<file path="config.mk">
export PLATFORM = sky130hd
export DESIGN_NAME = tx_timing_ctl
export DESIGN_NICKNAME = d
export VERILOG_FILES = /design/src/txctl_pkg.sv /design/src/pre_store.sv /design/src/tx_timing_ctl.sv
export VERILOG_INCLUDE_DIRS = /design/src
export SDC_FILE = /design/constraint.sdc
export NUM_CORES = 2
export LEC_CHECK = 0
export BUFFER_PORTS_ARGS = -buffer_cell sky130_fd_sc_hd__buf_2
export CAP_MARGIN = 20
export CORE_ASPECT_RATIO = 1.1
export CORE_MARGIN = 2
export CORE_UTILIZATION = 63
export DETAILED_ROUTE_END_ITERATION = 8
export GPL_TIMING_DRIVEN = 0
export PLACE_DENSITY = 0.78
export REMOVE_ABC_BUFFERS = 1
export SLEW_MARGIN = 20
export SYNTH_ARGS = -nofsm -noshare
export SYNTH_HDL_FRONTEND = slang
export SYNTH_SLANG_ARGS = --single-unit
export TNS_END_PERCENT = 50
</file>
<file path="constraint.sdc">
create_clock -name clk -period 18.3 [get_ports clk]
set_input_delay 3.66 -clock clk [delete_from_list [all_inputs] [get_ports clk]]
set_output_delay 3.66 -clock clk [all_outputs]
set_load 0.03 [all_outputs]
</file>
<file path="src/txctl_defs.svh">
`ifndef TXCTL_DEFS_SVH
`define TXCTL_DEFS_SVH
// ==========================================================
// Timing constants and field positions
`define CLK_FREQ_HZ 10000000
`define TIME_W 32
`define TX_ID_SIG_LEVEL_RST 8'h00
`define COPY_CNT_RST 3'h1
// Time-of-day reference tick: one enable per microsecond
`define TICK_NS 1000
`define TICK_CYCLES ((`TICK_NS * (`CLK_FREQ_HZ / 1000000)) / 1000)
// Preamble record layout: length field leads, check word trails
`define PRE_LEN_BYTES 2
`define PRE_CHK_BYTES 2
`endif

</file>
<file path="src/txctl_pkg.sv">
`default_nettype none
package txctl_pkg;
   typedef enum logic [3:0]
   {
      PP_IDLE = 4'b0001,
      PP_LEN = 4'b0010,
      PP_BODY = 4'b0100,
      PP_HOLD = 4'b1000
   } pre_state_e;
   typedef logic [31:0] time_t;
endpackage : txctl_pkg
`default_nettype wire
</file>
<file path="src/pre_store.sv">
`default_nettype none
// ==========================================================
// Preamble byte store, registered read port
module pre_store #(
   parameter int DEPTH = 256,
   parameter int AW = 8
) (
   // Clock
   input wire logic clk,
   // Write port
   input wire logic wrEn,
   input wire logic [AW-1:0] wrAddr,
   input wire logic [7:0] wrData,
   // Read port
   input wire logic [AW-1:0] rdAddr,
   output logic [7:0] rdData
);
   logic [7:0] mem [DEPTH];
   // Memory write and registered read
   always_ff @(posedge clk)
   begin
      if (wrEn)
      begin
         mem[wrAddr] <= wrData;
      end
      rdData <= mem[rdAddr];
   end
endmodule : pre_store
`default_nettype wire

</file>
<file path="src/tx_timing_ctl.sv">
`include "txctl_defs.svh"
`default_nettype none
// ==========================================================
// Transmitter timing manager and preamble parser
module tx_timing_ctl #(
   parameter int TM_DEPTH = 4,
   parameter int PRE_DEPTH = 256,
   parameter int PRE_AW = 8,
   parameter int SYNC_CFG_W = 16,
   parameter int MY_TX_ID = 0
) (
   // Clock and reset
   input wire logic clk,
   input wire logic sys_rst,
   // External time reference (seconds-aligned count and pulse)
   input wire logic [31:0] refTime,
   input wire logic refPps,
   // Timing record stream from the link demultiplexer
   input wire logic tmValid,
   input wire logic [31:0] tmEmitTime,
   input wire logic [SYNC_CFG_W-1:0] tmSyncCfg,
   input wire logic [2:0] tmCopies,
   input wire logic [2:0] tmPreCopies,
   input wire logic [7:0] tmTxId,
   input wire logic [31:0] tmTxOffset,
   input wire logic [7:0] tmIdLevel,
   input wire logic [31:0] tmLinkDelay,
   // Local setting
   input wire logic [31:0] antennaPathDelay,
   // Preamble byte stream
   input wire logic preValid,
   input wire logic preFirst,
   input wire logic [7:0] preData,
   input wire logic [31:0] preEmitTime,
   // Sync symbol control out
   output logic frameStart,
   output logic [SYNC_CFG_W-1:0] syncCfg,
   output logic [31:0] freqRefTime,
   output logic freqRefPps,
   output logic [31:0] dataPathDelay,
   output logic [7:0] idSigLevel,
   output logic idSigOn,
   output logic [2:0] preCopyCount,
   output logic tmError,
   // Preamble to inserter and stages
   output logic preOutValid,
   output logic [7:0] preOutData,
   output logic stageValid,
   output logic [1:0] stageSel,
   output logic [7:0] stageData,
   output logic preError
);
   // ==========================================================
   // Synchronise the external reference inputs
   // Limitation: a binary count torn across the flops can miss a frame; send gray or held words
   logic [31:0] refT1_q, refT2_q;
   logic pps1_q, pps2_q;
   always_ff @(posedge clk or posedge sys_rst)
   begin
      if (sys_rst)
      begin
         refT1_q <= 32'h0000_0000;
         refT2_q <= 32'h0000_0000;
         pps1_q <= 1'b0;
         pps2_q <= 1'b0;
      end
      else
      begin
         refT1_q <= refTime;
         refT2_q <= refT1_q;
         pps1_q <= refPps;
         pps2_q <= pps1_q;
      end
   end

   // ==========================================================
   // State
   typedef struct packed {
      logic [TM_DEPTH-1:0] slotUsed;
      logic [TM_DEPTH-1:0][31:0] slotTime;
      logic [TM_DEPTH-1:0][SYNC_CFG_W-1:0] slotCfg;
      logic [TM_DEPTH-1:0][2:0] slotVotes;
      logic [TM_DEPTH-1:0][2:0] slotCopies;
      logic [TM_DEPTH-1:0][2:0] slotPreCnt;
      logic frameStart;
      logic [SYNC_CFG_W-1:0] syncCfg;
      logic [31:0] dataPathDelay;
      logic [7:0] idSigLevel;
      logic idSigOn;
      logic [2:0] preCopyCount;
      logic tmError;
      txctl_pkg::pre_state_e preState;
      logic [PRE_AW-1:0] wrPtr;
      logic [PRE_AW-1:0] rdPtr;
      logic [15:0] preLen;
      logic [31:0] preTime;
      logic [2:0] preSeen;
      logic preOutValid;
      logic preError;
      logic [1:0] stageSel;
      logic stageValid;
      logic readPend;
   } state_s;
   state_s s_q, s_d;

   logic [7:0] rdByte;
   logic wrEn;
   pre_store #(.DEPTH(PRE_DEPTH), .AW(PRE_AW)) u_store (
      .clk(clk),
      .wrEn(wrEn),
      .wrAddr(s_q.wrPtr),
      .wrData(preData),
      .rdAddr(s_q.rdPtr),
      .rdData(rdByte)
   );

   // ==========================================================
   // Next-state logic
   always_comb
   begin
      logic hit;
      logic [31:0] due;
      hit = 1'b0;
      due = 32'h0000_0000;
      s_d = s_q;
      s_d.frameStart = 1'b0;
      s_d.stageValid = 1'b0;
      s_d.preOutValid = 1'b0;
      wrEn = 1'b0;
      // Accept timing record; only our own transmitter id or broadcast 0
      if (tmValid && (tmTxId == 8'(MY_TX_ID) || tmTxId == 8'h00))
      begin
         s_d.idSigLevel = tmIdLevel;
         s_d.idSigOn = (tmIdLevel != 8'h00);
         s_d.dataPathDelay = tmLinkDelay;
         for (int i = 0; i < TM_DEPTH; i++)
         begin
            // Copy of a stored frame: matched by emission time plus transmitter offset
            if (!hit && s_q.slotUsed[i] && s_q.slotTime[i] == tmEmitTime + tmTxOffset)
            begin
               hit = 1'b1;
               if (s_q.slotCfg[i] == tmSyncCfg)
               begin
                  s_d.slotVotes[i] = s_q.slotVotes[i] + 3'h1;
               end
            end
         end
         for (int i = 0; i < TM_DEPTH; i++)
         begin
            // New frame takes a free slot; full buffer drops it
            if (!hit && !s_q.slotUsed[i])
            begin
               hit = 1'b1;
               s_d.slotUsed[i] = 1'b1;
               s_d.slotTime[i] = tmEmitTime + tmTxOffset;
               s_d.slotCfg[i] = tmSyncCfg;
               s_d.slotVotes[i] = 3'h1;
               s_d.slotCopies[i] = (tmCopies == 3'h0) ? `COPY_CNT_RST : tmCopies;
               s_d.slotPreCnt[i] = tmPreCopies;
            end
         end
      end
      // Frame start when stored time minus antenna delay reaches local time
      for (int i = 0; i < TM_DEPTH; i++)
      begin
         due = s_q.slotTime[i] - antennaPathDelay;
         if (s_q.slotUsed[i] && due == refT2_q)
         begin
            s_d.slotUsed[i] = 1'b0;
            s_d.frameStart = 1'b1;
            s_d.preCopyCount = s_q.slotPreCnt[i];
            // Majority needed, otherwise keep the old sync configuration
            if ({s_q.slotVotes[i], 1'b0} > {1'b0, s_q.slotCopies[i]})
            begin
               s_d.syncCfg = s_q.slotCfg[i];
               s_d.tmError = 1'b0;
            end
            else
            begin
               s_d.tmError = 1'b1;
            end
         end
      end
      // Preamble parser
      case (s_q.preState)
         txctl_pkg::PP_IDLE:
         begin
            if (preValid && preFirst)
            begin
               s_d.preLen = {8'h00, preData};
               s_d.preTime = preEmitTime;
               s_d.wrPtr = '0;
               s_d.preState = txctl_pkg::PP_LEN;
            end
         end
         txctl_pkg::PP_LEN:
         begin
            if (preValid)
            begin
               s_d.preLen = {s_q.preLen[7:0], preData};
               s_d.preState = txctl_pkg::PP_BODY;
            end
         end
         txctl_pkg::PP_BODY:
         begin
            if (preValid)
            begin
               wrEn = 1'b1;
               s_d.wrPtr = s_q.wrPtr + PRE_AW'(1);
               if (17'(s_q.wrPtr) + 17'd1 >= 17'(s_q.preLen) + 17'(`PRE_CHK_BYTES))
               begin
                  s_d.rdPtr = '0;
                  s_d.preSeen = 3'h1;
                  s_d.preState = txctl_pkg::PP_HOLD;
               end
            end
         end
         txctl_pkg::PP_HOLD:
         begin
            // Duplicate copy of same frame counts toward the vote
            if (preValid && preFirst && preEmitTime == s_q.preTime)
            begin
               s_d.preSeen = s_q.preSeen + 3'h1;
            end
            if (s_q.frameStart && !s_q.readPend)
            begin
               s_d.readPend = 1'b1;
               s_d.preError = (s_q.preCopyCount > 3'h1) &&
                  ({s_q.preSeen, 1'b0} <= {1'b0, s_q.preCopyCount});
            end
            else if (s_q.readPend)
            begin
               // One extra step flushes the read pipe; check word is never sent on
               if (17'(s_q.rdPtr) <= 17'(s_q.preLen))
               begin
                  s_d.rdPtr = s_q.rdPtr + PRE_AW'(1);
                  s_d.preOutValid = (s_q.rdPtr != '0);
                  s_d.stageValid = (s_q.rdPtr != '0);
                  s_d.stageSel = 2'(s_q.rdPtr - PRE_AW'(1));
               end
               else
               begin
                  s_d.readPend = 1'b0;
                  s_d.preState = txctl_pkg::PP_IDLE;
               end
            end
         end
         default:
         begin
            s_d.preState = txctl_pkg::PP_IDLE;
         end
      endcase
   end

   // ==========================================================
   // State register
   always_ff @(posedge clk or posedge sys_rst)
   begin
      if (sys_rst)
      begin
         s_q <= '0;
         s_q.preState <= txctl_pkg::PP_IDLE;
         s_q.idSigLevel <= `TX_ID_SIG_LEVEL_RST;
         s_q.preCopyCount <= `COPY_CNT_RST;
      end
      else
      begin
         s_q <= s_d;
      end
   end

   // ==========================================================
   // Output registers; byte out lags read address by two cycles
   logic [7:0] preOutData_q;
   logic [31:0] freqRef_q;
   logic freqPps_q;
   always_ff @(posedge clk or posedge sys_rst)
   begin
      if (sys_rst)
      begin
         preOutData_q <= 8'h00;
         freqRef_q <= 32'h0000_0000;
         freqPps_q <= 1'b0;
      end
      else
      begin
         preOutData_q <= rdByte;
         freqRef_q <= refT2_q;
         freqPps_q <= pps2_q;
      end
   end

   assign frameStart = s_q.frameStart;
   assign syncCfg = s_q.syncCfg;
   assign freqRefTime = freqRef_q;
   assign freqRefPps = freqPps_q;
   assign dataPathDelay = s_q.dataPathDelay;
   assign idSigLevel = s_q.idSigLevel;
   assign idSigOn = s_q.idSigOn;
   assign preCopyCount = s_q.preCopyCount;
   assign tmError = s_q.tmError;
   assign preOutValid = s_q.preOutValid;
   assign preOutData = preOutData_q;
   assign stageValid = s_q.stageValid;
   assign stageSel = s_q.stageSel;
   assign stageData = preOutData_q;
   assign preError = s_q.preError;
endmodule : tx_timing_ctl
`default_nettype wire

</file>
==> results_dict.tcl <==
set metrics [dict create \
    status "complete, no violations" \
    stdcell_area_um2 129000 \
    fp.dieW_um 413 \
    gp_congestion 1.03 \
    cts_tree "built" \
    fmax_ghz 0.107 \
    synth_top_family_by_area "multiplexers" \
    yosys.cell_types.count 118 \
    ys_warn_count 0 \
    power.switching_mw 3.27 \
    r2r_end "tmError" \
    initial_core_util_pct 63.6 \
    h-tree-depth 4 \
    drt_first_pass_iters 6 \
    avgViaCountPerCell 7.12 \
    arrival_ps 10070 \
    drc_errors 0 \
    p_total_mw 13.0 \
    hold_depth 0 \
    muxShareOfSynthArea_pct 15.9 \
    cts_resized 0 \
    timing_worst_setup_path_type "in -> reg" \
    grt_pass1_wl_mm 505 \
    grt_use_met3_pct 8.49 \
    synthArstFlopShare_pct 18.8 \
    min-delay-start "u_store.rdData[2]" \
    fin_crit_sh_pct 51.1 \
    rr_worst_depth 13 \
    crit_buf_inv 2 \
    cp_cell_sequence "buf_2 -> ha_1 -> fa_1 -> a211oi_2 -> o21a_1 -> o21ai_1 -> o311ai_4 -> xor2_1 -> nand4bb_1 -> or4_1 -> or4b_1 -> or4_4 -> and4b_1 -> nand3_4 -> buf_12 -> mux2_1" \
    wl_per_cell_um 34.9 \
    vdd.ir_drop.worst_mv 0.119 \
    grt_start_max_net_pins 138 \
    final-setup-viol-count 0 \
    placed_cells 9673 \
    syn_inst 7251 \
    p_per_area_nw_per_um2 101 \
    area_delta_synth_final_pct 11.1 \
    post-cts-setup-buffer-count 0 \
    ys_seq_area_share_pct 63.6 \
    clk_pin_slew_ps 60 \
    cp-start-kind "primary input" \
    cp-end-kind "register" \
    cp.required_ps 19020 \
    cts-root-buf "clkbuf_16" \
    rsz0062_at_grt "false" \
    final_max_slew_viol_count 0 \
    synth_area_um2 116000 \
    drive_gt1_share_pct 23.1 \
    rows 164 \
    critPathMaxFanout 29 \
    synth-compound-area-share_pct 5.80 \
    ant_nets 0 \
    skew_ps 76.1 \
    core_um2 182000 \
    grt-busiest-layer "met2" \
    cts_buffers 234 \
    fillers 11004 \
    finalHoldViolations 0 \
    yosys_most_used_dff "edfxtp_1" \
    grt_usage_pct 37.9 \
    grt_util_met1_pct 48.8 \
    r2r_start "s_q[279]" \
    p_seq_share_pct 49.3 \
    path_delay_family "simple AND/OR/NAND/NOR gates" \
    cap_violations 0 \
    vias 72139 \
    grt_antenna_before_repair 29 \
    synth_fa_ha_area_share_pct 2.18 \
    syn_avg_cell_area_um2 16.0 \
    numPortBuffers 359 \
    comb_power_share_pct 11.7 \
    critical_path.max_stage_delay_ps 840 \
    cpMaxStageDelayCell "o311ai_4" \
    drt_first_iter_violations 9598 \
    p_int_mw 9.74 \
    die_h_um 453 \
    synth_edf_count 2048 \
    reg2reg_setup_slack_ps 12580 \
    nNetsFinal 7947 \
    ys_ff_latch 2533 \
    worstMarginPinSlew_ps 1260 \
    hold_buffers 0 \
    hp-class "reg -> reg" \
    wl_mm 354 \
    fin_crit_ps 9340 \
    layout.cells.non_filler 10137 \
    cts_num_sinks 2533 \
    pwr-share-clk_pct 38.9 \
    slew_headroom_pct 16.0 \
    final_common_cell "edfxtp_1" \
    netSwitchingFraction_pct 25.1 \
    clock_latency_ps 910 \
    grt_pass1_vias 71088 \
    power_leakage_nw 44.8 \
    dieArea_um2 187000 \
    post-dp-hpwl_mm 226 \
    gr-total-overflow 0 \
    holdWs_ps 328 \
    clk_path_buf_depth 3 \
    synth_xor_area_share_pct 3.60 \
    grtUsageMet2_pct 58.9 \
    layout_common_cells "2048 x edfxtp_1, 673 x mux4_2, 469 x dfrtp_1" \
    hold_end "preOutData[2]" \
    yosys.area_share.simple_pct 6.60 \
    tns_ps 0 \
    place_area_um2 121000 \
    io_pins 360 \
]
==> kinds of logic after synthesis <==
logic type               Yosys count
flip-flops                      2533
AND/OR/NAND/NOR                 1555
AO/OA/AOI/OAI                    990
multiplexers                     969
buffers and inverters            580
XOR/XNOR                         425
adder cells (fa/ha/maj)          199
==> per-layer routing <==
layer / vias to the layer above / share of wire (%)
met5: - / 0.031
met4: 16 / 7.7
met3: 1166 / 10
met2: 5195 / 47
met1: 36651 / 35
li1: 29111 / -
==> power by group through the flow <==
stage	clock [mW]	combinational (mW)	sequential (mW)
after floorplan	0	1.15	6.59
after global placement	0	1.65	6.63
after detailed placement	0	1.46	6.53
after CTS	5.08	1.50	6.41
after global routing	5.27	1.61	6.42
final	5.06	1.52	6.42
==> worst reg2reg max path, stage by stage (launching register included) <==
cell and delay, ps:
dfrtp_1 490, ha_1 510, nand4_1 170, nor2_1 70
a211oi_1 920, nand2_1 430, a31oi_1 500, mux2i_1 380
nand4_1 120, or4b_2 780, or2_1 610, nand3_1 210
a21oi_1 90, mux2_2 290
==> worst max-delay path by stage <==
stage | start | slack (ps) | cells after the start | to
2_1_floorplan | s_q[57] | -3980 | 8 | s_q[41]
3_3_place_gp | s_q[57] | -12820 | 8 | s_q[43]
3_5_place_dp | tmEmitTime[0] | 8210 | 16 | s_q[294]
4_1_cts | tmEmitTime[0] | 9100 | 16 | s_q[278]
5_1_grt | tmEmitTime[10] | 8800 | 15 | s_q[285]
6_report | tmEmitTime[0] | 8960 | 16 | s_q[274]
==> layout make-up <==
type	instances	area, um^2	area share, %
Sequential cell	2533	73600	57.3
Multi-Input combinational cell	4138	39600	30.8
Clock buffer	282	6270	4.88
Timing Repair Buffer	452	3840	2.98
Tap cell	2407	3010	2.34
Clock inverter	159	1630	1.27
Inverter	145	553	0.430
Antenna cell	21	52.6	0.0409
==> per-stage QoR <==
step                setup WS (ps)  util, %
finish                       8960     70.6
global route                 8800     70.6
CTS                          9100     70.6
detailed placement           8210     66.3
global placement           -12820     65.1
floorplan                   -3980        -
==> registers in the layout, indices dropped and copies added, names as in the netlist, 8 cells and up <==
register and cells:
refT1_q 32, u_store.rdData 8, dataPathDelay 32, s_q 304
freqRefTime 32, u_store.mem 2048, syncCfg 16, refT2_q 32
preOutData 8, idSigLevel 8
==> Yosys cell counts (all sizes together), types with 130 or more instances <==
master	number	area share, %
ha	194	2.1
buf	201	1.0
nand2	411	1.3
edfxtp	2048	53
clkbuf	232	0.78
nand3	130	0.57
inv	144	0.47
mux4	673	13
mux2	250	2.4
nor2	464	1.5
dfrtp	475	10
a21oi	252	1.1
xnor2	215	1.6
xor2	179	1.4
o21ai	179	0.78
(Power assumes the default switching activity.)
